===== src/core/acmp_cfg.svh =====
`ifndef ACMP_CFG_SVH
`define ACMP_CFG_SVH

// register byte offsets on the apb bus
`define ACMP_OFF_SETUP1      12'h000
`define ACMP_OFF_SETUP2      12'h004
`define ACMP_OFF_STATUS      12'h008

// setup register field positions
`define ACMP_BIT_ENABLE      15
`define ACMP_BIT_PIN_DRIVE   14
`define ACMP_BIT_INVERT      13
`define ACMP_BIT_LOW_POWER   12
`define ACMP_BIT_EVENT       9
`define ACMP_BIT_RESULT      8
`define ACMP_BIT_EDGE_HI     7
`define ACMP_BIT_EDGE_LO     6
`define ACMP_BIT_POS_SEL     4
`define ACMP_BIT_NEG_HI      1
`define ACMP_BIT_NEG_LO      0

// shared status register field positions
`define ACMP_BIT_IDLE_HALT   15
`define ACMP_BIT_EVT_MIRROR  8
`define ACMP_BIT_RES_MIRROR  0

// every implemented bit resets to zero
`define ACMP_SETUP_RESET     16'h0000
`define ACMP_STATUS_RESET    16'h0000

`endif


===== src/core/acmp_pkg.sv =====
package acmp_pkg;

	// event edge select encodings
	typedef enum logic [1:0] {
		ACMP_EDGE_OFF  = 2'h0,
		ACMP_EDGE_RISE = 2'h1,
		ACMP_EDGE_FALL = 2'h2,
		ACMP_EDGE_ANY  = 2'h3
	} acmp_edge_t;

	// negative input route encodings
	typedef enum logic [1:0] {
		ACMP_NEG_PIN2 = 2'h0,
		ACMP_NEG_PIN3 = 2'h1,
		ACMP_NEG_PIN4 = 2'h2,
		ACMP_NEG_BGAP = 2'h3
	} acmp_neg_t;

	// per-comparator edge-tracker state, gray along the arm path
	typedef enum logic [1:0] {
		ACMP_ST_IDLE  = 2'b00,
		ACMP_ST_FIRST = 2'b01,
		ACMP_ST_ARMED = 2'b11
	} acmp_state_t;

	// software-written setup fields of one comparator
	typedef struct packed {
		logic       enable;
		logic       pin_drive_enable;
		logic       output_invert;
		logic       low_power_select;
		acmp_edge_t event_edge_select;
		logic       positive_input_select;
		acmp_neg_t  negative_input_select;
	} acmp_setup_t;

	// analog core controls of one comparator
	typedef struct packed {
		logic      run;
		logic      low_power;
		logic      pos_sel_ladder;
		acmp_neg_t neg_sel;
	} acmp_core_ctl_t;

endpackage


===== src/core/acmp_edge_unit.sv =====
`timescale 1ns/1ps
`default_nettype none

// synchroniser, edge tracking and sticky event flag for one comparator
module acmp_edge_unit
	import acmp_pkg::*;
(
	// clock and reset
	input  wire logic       pclk,
	input  wire logic       presetn,
	// analog side
	input  wire logic       raw_result,
	// controls
	input  wire logic       running,
	input  wire logic       output_invert,
	input  wire acmp_edge_t edge_sel,
	input  wire logic       clear_event,
	// status
	output logic            sync_result,
	output logic            event_flag
);

	logic        meta_q, meta_d;
	logic        sync_q, sync_d;
	logic        prev_q, prev_d;
	logic        evt_q, evt_d;
	acmp_state_t st_q, st_d;
	logic        pol_res;
	logic        rise, fall, hit;

	// two stage synchroniser; first stage only feeds the second
	always_comb begin
		meta_d = raw_result;
		sync_d = meta_q;
	end

	// polarity applied after sync, so flag and read share one sense
	assign pol_res = running & (sync_q ^ output_invert);

	// edge tracker and event flag
	always_comb begin
		prev_d = pol_res;
		st_d   = st_q;
		evt_d  = evt_q;
		rise   = pol_res & ~prev_q;
		fall   = ~pol_res & prev_q;
		hit    = 1'b0;
		case (st_q)
			ACMP_ST_IDLE: begin
				if (edge_sel != ACMP_EDGE_OFF && running)
					st_d = ACMP_ST_FIRST;
			end
			ACMP_ST_FIRST: begin
				hit = rise | fall; // first event takes either direction
				if (hit)
					st_d = ACMP_ST_ARMED;
			end
			ACMP_ST_ARMED: begin
				case (edge_sel)
					ACMP_EDGE_RISE: hit = rise;
					ACMP_EDGE_FALL: hit = fall;
					ACMP_EDGE_ANY:  hit = rise | fall;
					default:        hit = 1'b0;
				endcase
			end
			default: st_d = ACMP_ST_IDLE;
		endcase
		// edge select zero or comparator off returns to the first-edge rule
		if (edge_sel == ACMP_EDGE_OFF || !running)
			st_d = ACMP_ST_IDLE;
		// a set flag masks further events; hardware never clears it
		if (clear_event)
			evt_d = 1'b0;
		if (hit && !evt_q)
			evt_d = 1'b1; // set wins over a same-cycle clear only if the flag was clear; a set flag is cleared
	end

	// state registers
	always_ff @(posedge pclk or negedge presetn) begin
		if (!presetn) begin
			meta_q <= 1'b0;
			sync_q <= 1'b0;
			prev_q <= 1'b0;
			evt_q  <= 1'b0;
			st_q   <= ACMP_ST_IDLE;
		end else begin
			meta_q <= meta_d;
			sync_q <= sync_d;
			prev_q <= prev_d;
			evt_q  <= evt_d;
			st_q   <= st_d;
		end
	end

	assign sync_result = pol_res;
	assign event_flag  = evt_q;

endmodule // acmp_edge_unit

`default_nettype wire


===== src/core/acmp_top.sv =====
`timescale 1ns/1ps
`default_nettype none
`include "acmp_cfg.svh"

// Overview of operation
// - enable bit 15 runs the comparator
// - pin-drive bit routes result to pin
// - pin path bypasses the clock synchroniser
// - invert bit flips the result
// - bit 12 selects low-power mode
// - edge select: any, falling, rising, off
// - first event after arming takes any edge
// - event flag bit 9 masks further events
// - bit 4 picks ladder or pin one
// - negative select: bandgap half, pins 4,3,2
// - idle-halt stops all comparators in idle
// - status mirrors event flags at 8, 9
// - status mirrors results at 0, 1
// - one or two instances; absent reads zero
// - unimplemented bits read zero; reset zero
module acmp_top
	import acmp_pkg::*;
#(
	parameter int NUM_CMP = 2
)(
	// apb clock and reset
	input  wire logic        pclk,
	input  wire logic        presetn,
	// apb slave
	input  wire logic        psel,
	input  wire logic        penable,
	input  wire logic        pwrite,
	input  wire logic [11:0] paddr,
	input  wire logic [31:0] pwdata,
	input  wire logic [3:0]  pstrb,
	output logic      [31:0] prdata,
	output logic             pready,
	output logic             pslverr,
	// device power state
	input  wire logic        idle_mode,
	// analog cores
	input  wire logic [1:0]  core_result,
	output acmp_core_ctl_t   core_ctl1,
	output acmp_core_ctl_t   core_ctl2,
	// result pins
	output logic [1:0]       result_pin,
	output logic [1:0]       result_pin_oe_n
);

	// refuse widths the status layout cannot hold
	initial begin
		if (NUM_CMP < 1 || NUM_CMP > 2)
			$error("acmp_top: NUM_CMP must be 1 or 2");
	end

	acmp_setup_t    setup_q [2];
	acmp_setup_t    setup_d [2];
	logic           idle_halt_q, idle_halt_d;
	logic [31:0]    prdata_q, prdata_d;
	logic           pready_q, pready_d;
	logic           pslverr_q, pslverr_d;
	acmp_core_ctl_t ctl_q [2];
	acmp_core_ctl_t ctl_d [2];
	logic [1:0]     oe_n_q, oe_n_d;
	wire logic [1:0] running;
	wire logic [1:0] sync_res;
	wire logic [1:0] evt;
	logic [1:0]     clr_evt;
	logic           access_ph;
	logic           wr_low, wr_high;

	// pack one setup register image for reads; gaps read zero
	function automatic logic [15:0] setup_image(input acmp_setup_t s, input logic res, input logic ev);
		logic [15:0] v;
		v = 16'h0000;
		v[`ACMP_BIT_ENABLE]                    = s.enable;
		v[`ACMP_BIT_PIN_DRIVE]                 = s.pin_drive_enable;
		v[`ACMP_BIT_INVERT]                    = s.output_invert;
		v[`ACMP_BIT_LOW_POWER]                 = s.low_power_select;
		v[`ACMP_BIT_EVENT]                     = ev;
		v[`ACMP_BIT_RESULT]                    = res;
		v[`ACMP_BIT_EDGE_HI:`ACMP_BIT_EDGE_LO] = s.event_edge_select;
		v[`ACMP_BIT_POS_SEL]                   = s.positive_input_select;
		v[`ACMP_BIT_NEG_HI:`ACMP_BIT_NEG_LO]   = s.negative_input_select;
		return v;
	endfunction

	// unpack a write into setup fields, honouring byte strobes
	function automatic acmp_setup_t setup_write(input acmp_setup_t s, input logic [15:0] w,
		input logic lo, input logic hi);
		acmp_setup_t n;
		n = s;
		if (hi) begin
			n.enable           = w[`ACMP_BIT_ENABLE];
			n.pin_drive_enable = w[`ACMP_BIT_PIN_DRIVE];
			n.output_invert    = w[`ACMP_BIT_INVERT];
			n.low_power_select = w[`ACMP_BIT_LOW_POWER];
		end
		if (lo) begin
			n.event_edge_select     = acmp_edge_t'(w[`ACMP_BIT_EDGE_HI:`ACMP_BIT_EDGE_LO]);
			n.positive_input_select = w[`ACMP_BIT_POS_SEL];
			n.negative_input_select = acmp_neg_t'(w[`ACMP_BIT_NEG_HI:`ACMP_BIT_NEG_LO]);
		end
		return n;
	endfunction

	// one access cycle per transfer: answered at the first access edge
	assign access_ph = psel & penable & ~pready_q;
	assign wr_low    = pstrb[0];
	assign wr_high   = pstrb[1];

	// per-comparator run gating, core controls and edge units
	genvar gi;
	generate
		for (gi = 0; gi < 2; gi++) begin : g_cmp
			if (gi < NUM_CMP) begin : g_on
				// enabled and not halted by idle
				assign running[gi] = setup_q[gi].enable & ~(idle_halt_q & idle_mode);
				acmp_edge_unit u_edge (
					.pclk          (pclk),
					.presetn       (presetn),
					.raw_result    (core_result[gi]),
					.running       (running[gi]),
					.output_invert (setup_q[gi].output_invert),
					.edge_sel      (setup_q[gi].event_edge_select),
					.clear_event   (clr_evt[gi]),
					.sync_result   (sync_res[gi]),
					.event_flag    (evt[gi])
				);
			end else begin : g_off
				// absent instance reads as zero
				assign running[gi]  = 1'b0;
				assign sync_res[gi] = 1'b0;
				assign evt[gi]      = 1'b0;
			end
		end
	endgenerate

	// event flag clear: write of zero to bit 9 of a setup register
	always_comb begin
		clr_evt = 2'b00;
		if (access_ph && pwrite && wr_high) begin
			if (paddr == `ACMP_OFF_SETUP1)
				clr_evt[0] = ~pwdata[`ACMP_BIT_EVENT];
			else if (paddr == `ACMP_OFF_SETUP2)
				clr_evt[1] = ~pwdata[`ACMP_BIT_EVENT];
		end
	end

	// register writes, read mux and bus answer
	always_comb begin
		setup_d[0]  = setup_q[0];
		setup_d[1]  = setup_q[1];
		idle_halt_d = idle_halt_q;
		prdata_d    = prdata_q;
		pready_d    = access_ph;
		pslverr_d   = 1'b0;
		if (access_ph) begin
			prdata_d = 32'h0000_0000;
			if (paddr == `ACMP_OFF_SETUP1) begin
				if (pwrite)
					setup_d[0] = setup_write(setup_q[0], pwdata[15:0], wr_low, wr_high);
				else
					prdata_d[15:0] = setup_image(setup_q[0], sync_res[0], evt[0]);
			end else if (paddr == `ACMP_OFF_SETUP2 && NUM_CMP > 1) begin
				if (pwrite)
					setup_d[1] = setup_write(setup_q[1], pwdata[15:0], wr_low, wr_high);
				else
					prdata_d[15:0] = setup_image(setup_q[1], sync_res[1], evt[1]);
			end else if (paddr == `ACMP_OFF_STATUS) begin
				if (pwrite && wr_high)
					idle_halt_d = pwdata[`ACMP_BIT_IDLE_HALT];
				else if (!pwrite) begin
					prdata_d[`ACMP_BIT_IDLE_HALT] = idle_halt_q;
					prdata_d[`ACMP_BIT_EVT_MIRROR+:2] = evt;
					prdata_d[`ACMP_BIT_RES_MIRROR+:2] = sync_res;
				end
			end else begin
				pslverr_d = 1'b1; // unmapped address
			end
		end
	end

	// core controls and pin enables, each registered
	always_comb begin
		for (int i = 0; i < 2; i++) begin
			ctl_d[i].run            = running[i];
			ctl_d[i].low_power      = setup_q[i].low_power_select;
			ctl_d[i].pos_sel_ladder = setup_q[i].positive_input_select;
			ctl_d[i].neg_sel        = setup_q[i].negative_input_select;
			oe_n_d[i] = ~(setup_q[i].pin_drive_enable & running[i]);
		end
	end

	// registers
	always_ff @(posedge pclk or negedge presetn) begin
		if (!presetn) begin
			setup_q[0]  <= acmp_setup_t'($bits(acmp_setup_t)'(`ACMP_SETUP_RESET));
			setup_q[1]  <= acmp_setup_t'($bits(acmp_setup_t)'(`ACMP_SETUP_RESET));
			idle_halt_q <= 1'b0;
			prdata_q    <= 32'h0000_0000;
			pready_q    <= 1'b0;
			pslverr_q   <= 1'b0;
			ctl_q[0]    <= '0;
			ctl_q[1]    <= '0;
			oe_n_q      <= 2'h3;
		end else begin
			setup_q[0]  <= setup_d[0];
			setup_q[1]  <= setup_d[1];
			idle_halt_q <= idle_halt_d;
			prdata_q    <= prdata_d;
			pready_q    <= pready_d;
			pslverr_q   <= pslverr_d;
			ctl_q[0]    <= ctl_d[0];
			ctl_q[1]    <= ctl_d[1];
			oe_n_q      <= oe_n_d;
		end
	end

	// pin data carries the analog result xor output_invert, unsynchronised on purpose
	// limitation: it is not a flip-flop output; the pad needs no clock here
	always_comb begin
		for (int i = 0; i < 2; i++)
			result_pin[i] = (i < NUM_CMP) ? (core_result[i] ^ setup_q[i].output_invert) : 1'b0;
	end

	assign prdata          = prdata_q;
	assign pready          = pready_q;
	assign pslverr         = pslverr_q;
	assign core_ctl1       = ctl_q[0];
	assign core_ctl2       = ctl_q[1];
	assign result_pin_oe_n = oe_n_q;

endmodule // acmp_top

`default_nettype wire


===== config.mk =====
export PLATFORM = sky130hd
export DESIGN_NAME = acmp_top
export DESIGN_NICKNAME = d
export VERILOG_FILES = /design/src/core/acmp_pkg.sv /design/src/core/acmp_edge_unit.sv /design/src/core/acmp_top.sv
export VERILOG_INCLUDE_DIRS = /design/src /design/src/core
export SDC_FILE = /design/constraint.sdc
export NUM_CORES = 1
export LEC_CHECK = 0
export BUFFER_PORTS_ARGS = -buffer_cell sky130_fd_sc_hd__buf_2
export CAP_MARGIN = 30
export CORE_MARGIN = 2
export CORE_UTILIZATION = 51
export DETAILED_ROUTE_END_ITERATION = 7
export PLACE_DENSITY = 0.87
export SYNTH_ARGS = -nofsm -noshare
export SYNTH_HDL_FRONTEND = slang
export SYNTH_SLANG_ARGS = --single-unit

===== constraint.sdc =====
create_clock -name pclk -period 4.8 [get_ports pclk]
set_input_delay 0 -clock pclk [delete_from_list [all_inputs] [get_ports pclk]]
set_output_delay 0 -clock pclk [all_outputs]
set_load 0.05 [all_outputs]

==> Word-level counts from Yosys, hierarchy flattened <==
Index checks and enable logic that the tools add are counted.
{ "totals": {"reg_bits": 61, "inputBits": 56, "out_inout_bits": 48, "wordCells": 155} }
{ "classes": {"eq_ne": 18, "mux": 41, "bitwise_logic": 30, "n_reduce_logical": 29} }
{ "ops": {"columns": ["op", "count"], "rows": [
  ["two-way mux 16 bit", 3],
  ["two-way mux 2 bit", 15],
  ["two-way mux 1 bit", 15],
  ["AND reduction 5 bit", 3],
  ["AND 1 bit", 13],
  ["equality test 12 x 3 -> 1 bit, second input constant", 1],
  ["equality test 12 x 4 -> 1 bit, second input constant", 1],
  ["equality test 2 bit, second input constant", 6],
  ["logical NOT 12 bit", 1],
  ["inequality test 3 x 1 -> 1 bit, second input constant", 4],
  ["case mux 2 bit (3 select lines)", 2],
  ["inverter 1 bit", 11],
  ["equality test 2 x 1 -> 1 bit, second input constant", 4],
  ["logical NOT 2 bit", 4],
  ["AND reduction 4 bit", 2],
  ["nonzero test 2 bit", 4],
  ["logical AND 1 bit", 7],
  ["two-way mux 6 bit", 1],
  ["case mux 1 bit (3 select lines)", 2],
  ["AND reduction 3 bit", 2],
  ["two-way mux 5 bit", 1],
  ["logical NOT 1 bit", 4],
  ["inequality test 2 x 1 -> 1 bit, second input constant", 2],
  ["case mux 1 bit (2 select lines)", 2],
  ["3 further kinds", 8]
]} }

==> Logic depth before layout (Yosys ltp) <==
Gate-level depths: netlist of the first run.
{ "depth": {"ltp_word": 11, "mapped_depth": 7, "depth_no_buf": 7} }

==> Hierarchy <==
From an unflattened synthesis of the first run, not the netlist that was laid out.
{ "unflattened": {"cells_unflattened": 214, "hier_area_um2": 2534.9} }
{ "modules_own_cells": {"columns": ["mod", "instances", "cells_each", "area_per_inst_um2", "seq_area_each_um2"], "rows": [
  ["acmp_top", 1, 162, 1996.9, 1103.6],
  ["acmp_edge_unit", 2, 26, 269.0, 150.1]
]} }

==> Least setup slack after synthesis of the first run <==
OpenSTA, ideal clock, no wires.
{ "synth_path": {"path_kind": "flip-flop to flip-flop", "from": "register pready_q (netlist: pready)", "to": "register prdata_q[12] (netlist: prdata[12])", "setup_time_ns": 0.065, "arrival_time_ns": 2.110, "required_time_ns": 4.735, "slack_ns": 2.625, "stages_incl_launch_ff": 5, "path_buffers": 0, "synth_period_minus_slack_ns": 2.175, "path_cell_list": "dfrtp_1 -> or4bb_1 -> nor4_1 -> a22o_1 -> a21o_1"} }
{ "synth_via": {"elab_chain_len": 2} }
{ "synth_lines": {"columns": ["item", "line_no", "text"], "rows": [
  ["start, declared", "acmp_top.sv:60", "logic pready_q, pready_d;"],
  ["start signal, assigned", "acmp_top.sv:212", "pready_q <= pready_d;"],
  ["inverter 1 bit", "acmp_top.sv:108", "assign access_ph = psel & penable & ~pready_q;"],
  ["AND 1 bit", "acmp_top.sv:108", null],
  ["end signal, assigned", "acmp_top.sv:211", "prdata_q <= prdata_d;"],
  ["end, declared", "acmp_top.sv:59", "logic [31:0] prdata_q, prdata_d;"]
]} }
No other way between the ends.
A chain may end at the register's enable or synchronous reset.

==> Worst setup path after layout of the first run <==
{ "layout_path": {"from": "register pready_q (netlist: pready)", "to": "register setup_q[16] (netlist name)"} }
{ "layout_via": {"elab_chain_len": 3} }
{ "layout_lines": {"columns": ["item", "line_no", "text"], "rows": [
  ["inverter 1 bit", "acmp_top.sv:108", null],
  ["AND 1 bit", "acmp_top.sv:108", null],
  ["via access_ph", "acmp_top.sv:69", "logic access_ph;"],
  ["AND reduction 4 bit (no source line)", null, null],
  ["end, declared", "acmp_top.sv:56", "acmp_setup_t setup_q [2];"]
]} }
The timed path passes the listed nets, and every way through them passes these cells.

==> results of run 1 <==
power by group:
group	switching (mW)	internal (mW)
Clock	0.145	0.115
Sequential	0.00201	0.475
Combinational	0.0773	0.0246
worst max-delay path: stages, from the launching register on:
cell and delay, ns:
dfrtp_1 0.40, nand3b_1 0.60, inv_1 0.32, nand3_1 0.22, nor2_1 0.42, mux2_2 0.40
layout by cell type (no fill, tap or decap), drive strengths merged, types with 2 or more instances in the layout:
cell type / n
a22o: 6
a22oi: 4
nor3: 6
nand2: 10
nor2b: 7
a21oi: 9
or3: 3
dfrtp: 54
or4: 4
dlygate4sd3: 14
ha: 2
a21o: 7
conb: 21
nand3: 2
a21boi: 2
nor4b: 2
a31oi: 3
clkbuf: 6
buf: 60
inv: 8
xor2: 4
o21ai: 7
nor2: 5
dfstp: 2
nor4: 3
clkinv: 2
mux2: 19
cells by family (layout without fill, tap and decap cells):
| kind of cell | after synthesis | after routing |
|---|---|---|
| flops | 56 | 56 |
| simple gates | 48 | 48 |
| compound gates | 42 | 42 |
| buf+inv | 33 | 90 |
| mux | 20 | 20 |
| xor+xnor | 4 | 4 |
| fa+ha+maj | 2 | 2 |
| other cells | 1 | 21 |
worst paths after layout:
path                       slack [ns]                           to                   startpoint  cells after the start
min reg2reg                      0.36  g_cmp[0].g_on.u_edge.sync_q  g_cmp[0].g_on.u_edge.meta_q                      0
max in group asynchronous        4.01                   setup_q[3]                      presetn                      3
max reg2reg                      2.33                  setup_q[16]                       pready                      5
max                              2.33                  setup_q[16]                       pready                      5
min in group asynchronous        0.35                 core_ctl2[3]                      presetn                      3
min                              0.08                      pslverr                     paddr[3]                      3
routing by layer:
| metal | track usage | up-vias | share of wire |
|---|---|---|---|
| met2 | 0.370 | 95 | 0.53 |
| met1 | 0.255 | 887 | 0.38 |
| li1 | - | 848 | - |
| met3 | 0.0549 | 13 | 0.071 |
| met4 | 0.0949 | 0 | 0.017 |
| met5 | 0 | - | 0 |
state kept, by name, summed over array words and instances, names as in the netlist, 2 cells and up:
name                          cells
prdata                           11
setup_q                          10
ctl_d                             8
core_ctl1                         5
core_ctl2                         5
g_cmp.g_on.u_edge.st_q            4
g_cmp.g_on.u_edge.event_flag      2
g_cmp.g_on.u_edge.meta_q          2
g_cmp.g_on.u_edge.prev_q          2
g_cmp.g_on.u_edge.sync_q          2
result_pin_oe_n                   2
per-stage QoR:
stage	instances	setup WS (ns)	hold slack (ns)
after detailed placement	327	2.36	0.133
after CTS	349	2.40	0.0554
after global routing	350	2.25	0.0840
after global placement	327	2.36	0.132
after floorplan	226	2.62	-0.296
final	350	2.33	0.0817
layout make-up:
cell class,instances,area share
repair buffers,74,0.148
clock inverters,2,0.00333
well taps,67,0.0278
flip-flops and latches,56,0.466
inverters,8,0.00998
multi-input cells,137,0.317
clock buffers,6,0.0274
==> out/results.tsv, run 1 <==
metric	value	unit
status	complete, no violations	
io_pins	104	
clock_latency	0.31	ns
ys_top_cells_by_count	dfrtp_1 (54), buf_4 (21), mux2_2 (19)	
finalPower	839	uW
cts_resized	0	
ant_nets	0	
grt_util_all_layers	0.216	
die_w	73.8	um
synthDistinctLibCells	41	
setup_tns	0	ns
antenna_found_initial	0	
max_freq	0.405	GHz
slew_headroom	0.392	
required	4.99	ns
synthesis.area	2490	um^2
finalCritPeriodShare	0.515	
grt_pass1_wl	8740	um
dieHeight	73.8	um
gp_congestion	0.784	
utilization	0.637	
synth_top_flop_cell	dfrtp_1	
num_rows	25	
cp.arrival	2.67	ns
drv_cap	0	
drc_errors	0	
hp-class	in2reg	
synth_compound_area_frac	0.114	
period_needed	2.47	ns
drv_slew	0	
netlist_instances	206	
drive_gt1_frac	0.332	
cts_tree	built	
final_cell_area	3010	um^2
coreArea	4720	um^2
seqCellArea	1400	um^2
synthTopCellsByArea	dfrtp_1 (54%), mux2_2 (8.6%), buf_4 (6.3%)	
syn-mean-instance-area	12.1	um^2
synthArstFlopShare	1.00	
yosys.area_share.xor_xnor	0.0141	
viasPerCell	5.27	
cellPowerDensity	279	nW/um^2
grt_pass1_vias	1785	
clock-sinks	56	
grt_max_degree	57	
end_kind	flop	
start_util	0.527	
synth-simple-area-share	0.122	
clk_pin_slew	0.09	ns
synth-seq-cells	56	
yosys.area_share.adder	0.0101	
setup_viol	0	
synth.most_common_cell	dfrtp_1	
grt-ovfl-total	0	
finalHoldViolCount	0	
wl	5480	um
wl_per_cell	15.6	um
drt_pass1_iterations	4	
die-area	5450	um^2
vias	1843	
multi_input_area	955	um^2
skew	0.00516	ns
fill_cells	348	
area_delta_synth_final	21.0	%
drt-initial-drc-count	142	
yosys.area.top_type	dfrtp_1	
cts_buffers	5	
yosysSeqAreaShare	0.564	
ctsHoldBuffers	14	
cts_setup_buffers	0	
path_class	reg2reg	
worstMarginPinSlew	0.905	ns
crit_fanout	14	
htree_levels	2	
rsz0062_at_grt	false	
synth_top_family_by_area	simple AND/OR/NAND/NOR gates	
clock_path_buffers	2	
synth.area.mux_share	0.0900	
final_nets	340	
cp-start-kind	flop	
p_leak	1.60	nW
irDropWorstVdd	0.169	mV
dpl-instance-area	2770	um^2
num_antenna_cells	0	
post-dp-hpwl	3750	um
cts_root_buf	clkbuf_8	
port_buffers	58	
synth_top_area_frac	0.543	
synth_edf_count	0	
ys_warn_count	0	
Note: power is estimated with default switching activity, not from simulation.
==> run 2: changes to the inputs <==
- ABC_AREA: not set -> 1
- CORE_UTILIZATION: 51 -> 44
- PLACE_DENSITY: 0.87 -> 0.79
- clock period: 4.8 -> 2.15 ns (I/O delays scaled with it)
==> run 2 against run 1 <==
Fmax up 39%. Clock power rose to 2.8 times the previous value. Clock skew up 0.0047 ns. Critical path type unchanged.
==> out/results.tsv, run 2 <==
metric	value	unit	change
timing.final.ws_setup	0.367	ns	-1.96 ns
clock_path_buffers	2		unchanged
gp_congestion	0.879		+12%
vias	2218		+20%
yosysSeqAreaShare	0.511		-0.0535
r2r-end	g_cmp[0].g_on.u_edge.event_flag		
synth.most_common_cell	nand2_1		
rr_startpoint	idle_halt_q		
reg2reg_slack	0.37	ns	-1.96 ns
rsz0062_at_grt	false		
final_common_cell	nand2_1		
num_rows	28		+12%
wl_per_cell	11.4	um	-27%
synthArstFlopShare	1.00		unchanged
cts_root_buf	clkbuf_8		
final_nets	462		+36%
antenna_found_initial	0		unchanged
grt_util_all_layers	0.164		-0.0513
drt-initial-drc-count	134		-5.6%
cp-start-kind	flop		
start_util	0.459		-0.0680
max_stage_delay	0.44	ns	-0.16 ns
grt_max_degree	30		-47%
end_kind	flop		
num_antenna_cells	0		unchanged
p_leak	1.88	nW	+17%
status	complete, no violations		
syn-mean-instance-area	8.33	um^2	-31%
cellPowerDensity	613	nW/um^2	+120%
hp-class	in2reg		
cpMaxStageDelayCell	dfrtp_1		
drv_cap	0		unchanged
clock-sinks	56		unchanged
netlist_instances	330		+60%
path_cells	a21oi_2 > nand2_1 > ha_1 > nand2_1 > o211ai_1 > o21ai_1 > nand2_1 > nand2_1 > nand2_1 > inv_1		
drt_pass1_iterations	5		+1
wl	5480	um	about the same
post-place-ws	0.373	ns	-1.98 ns
final_cell_mix	nand2_1 (97), buf_2 (58), dfrtp_1 (54)		
crit_fanout	4		-10
finalHoldViolCount	0		unchanged
crit_start	idle_halt_q		
setup_tns	0	ns	unchanged
crit_path_frequent_cell	nand2_1		
min_from	pwdata[15]		
cts_buffers	5		unchanged
synth-seq-cells	56		unchanged
synthTopCellsByArea	dfrtp_1 (49%), nand2_1 (13%), buf_4 (6.0%)		
cts_resized	0		unchanged
drive_gt1_frac	0.225		-0.107
finalCritPeriodShare	0.830		+0.315
largest_reg_flops	11		unchanged
drc_errors	0		unchanged
path_class	reg2reg		
htree_levels	2		unchanged
grt-ovfl-total	0		unchanged
ys_warn_count	0		unchanged
clock_latency	0.31	ns	about the same
port_buffers	58		unchanged
grt_pass1_vias	2140		+20%
required	2.36	ns	-2.63 ns
dieHeight	83.0	um	+12%
clk_pin_slew	0.10	ns	about the same
synthDistinctLibCells	32		-22%
post-dp-hpwl	4260	um	+14%
die-area	6890	um^2	+26%
grt_pass1_wl	9470	um	+8.3%
yosys.area.top_type	dfrtp_1		
synth_top_area_frac	0.492		-0.0515
area_delta_synth_final	18.8	%	
reg2reg_depth	10		+5
irDropWorstVdd	0.334	mV	+97%
max_freq	0.561	GHz	+39%
fill_cells	554		+59%
worstMarginPinSlew	0.613	ns	-0.292 ns
slew_headroom	0.592		+0.199
cp.arrival	2.00	ns	-0.67 ns
whs_path_depth	3		unchanged
ant_nets	0		unchanged
period_needed	1.78	ns	-0.689 ns
ys_top_cells_by_count	nand2_1 (97), dfrtp_1 (54), inv_1 (41)		
finalPower	2.00	mW	+140%
die_w	83.0	um	+12%
skew	0.00981	ns	+0.00465 ns
synthesis.area	2750	um^2	+10%
synth_top_flop_cell	dfrtp_1		
coreArea	5990	um^2	+27%
hold_end	setup_q[17]		
setup_viol	0		unchanged
io_pins	104		unchanged
drv_slew	0		unchanged
synth_edf_count	0		unchanged
viasPerCell	4.62		-12%
cts_tree	built		
[run 2: cell types whose count changed in the layout (fill, tap and decap cells not counted), moves of 5 or more]
cell / delta
nand2_1: +87
inv_1: +33
nor2_1: +26
mux2_2: -19
nand3_1: +18
o21ai_0: +11
a21o_1: -7
a21oi_1: -7
nor2b_1: -7
a22o_1: -6
o21ai_2: +5
[run 2: what timing repair did]
action / 4_1_cts / 5_1_grt
endpoints found under the hold margin: 46 / 0
hold buffers: 12 / 0
buffers inserted: 0 / 0
[run 2: cell families after synthesis]
group / share of synthesized area
simple gates: 0.266
fa+ha+maj: 0.00911
compound gates: 0.0724
buf+inv: 0.134
xor+xnor: 0.00638
other cells: 0.00136
flops: 0.511
[run 2: worst max-delay path by stage]
stage	end	slack (ns)	cells after the start
2_1_floorplan	g_cmp[0].g_on.u_edge.event_flag	0.67	10
3_3_place_gp	g_cmp[1].g_on.u_edge.event_flag	0.45	10
3_5_place_dp	g_cmp[0].g_on.u_edge.event_flag	0.37	10
4_1_cts	g_cmp[0].g_on.u_edge.event_flag	0.35	10
5_1_grt	g_cmp[0].g_on.u_edge.event_flag	0.21	10
6_report	g_cmp[0].g_on.u_edge.event_flag	0.37	10
[run 2: final cells by class]
class | instances | area [um^2] | share of cell area
clock buffer | 6 | 82.6 | 0.0253
timing repair buffer | 73 | 433 | 0.133
tap | 75 | 93.8 | 0.0287
multi-input combinational | 225 | 1050 | 0.322
sequential | 56 | 1400 | 0.430
clock inverter | 2 | 38.8 | 0.0119
inverter | 43 | 161 | 0.0494
[run 2: metal layers]
layer,GRT usage,up-vias,wire (um)
li1,-,1127,-
met1,0.213,1013,2460
met2,0.282,68,2660
met3,0.0338,10,290
met4,0.0432,0,67
met5,0,-,0
[run 2: power breakdown]
part / switching [mW] / internal [mW]
combinational: 0.167 / 0.0516
clock: 0.339 / 0.381
sequential: 0.00227 / 1.06
total: 0.508 / 1.49
[run 2: critical path: cells and delay by family (launching register included)]
kind	cells	cell delay [ns]
AO/OA/AOI/OAI	3	0.46
adder cells (fa/ha/maj)	1	0.35
buffers and inverters	1	0.04
flip-flops	1	0.44
AND/OR/NAND/NOR	5	0.39
[run 2: through the flow]
stage               area (um^2)   util  hold WS (ns)  cells
finish                     3260  0.545        0.0114    480
global route               3260  0.545        0.0220    480
CTS                        3260  0.545       0.00783    480
detailed placement         3020  0.505        0.0473    460
global placement           3020  0.505        0.0449    460
floorplan                  2820      -        -0.296    350
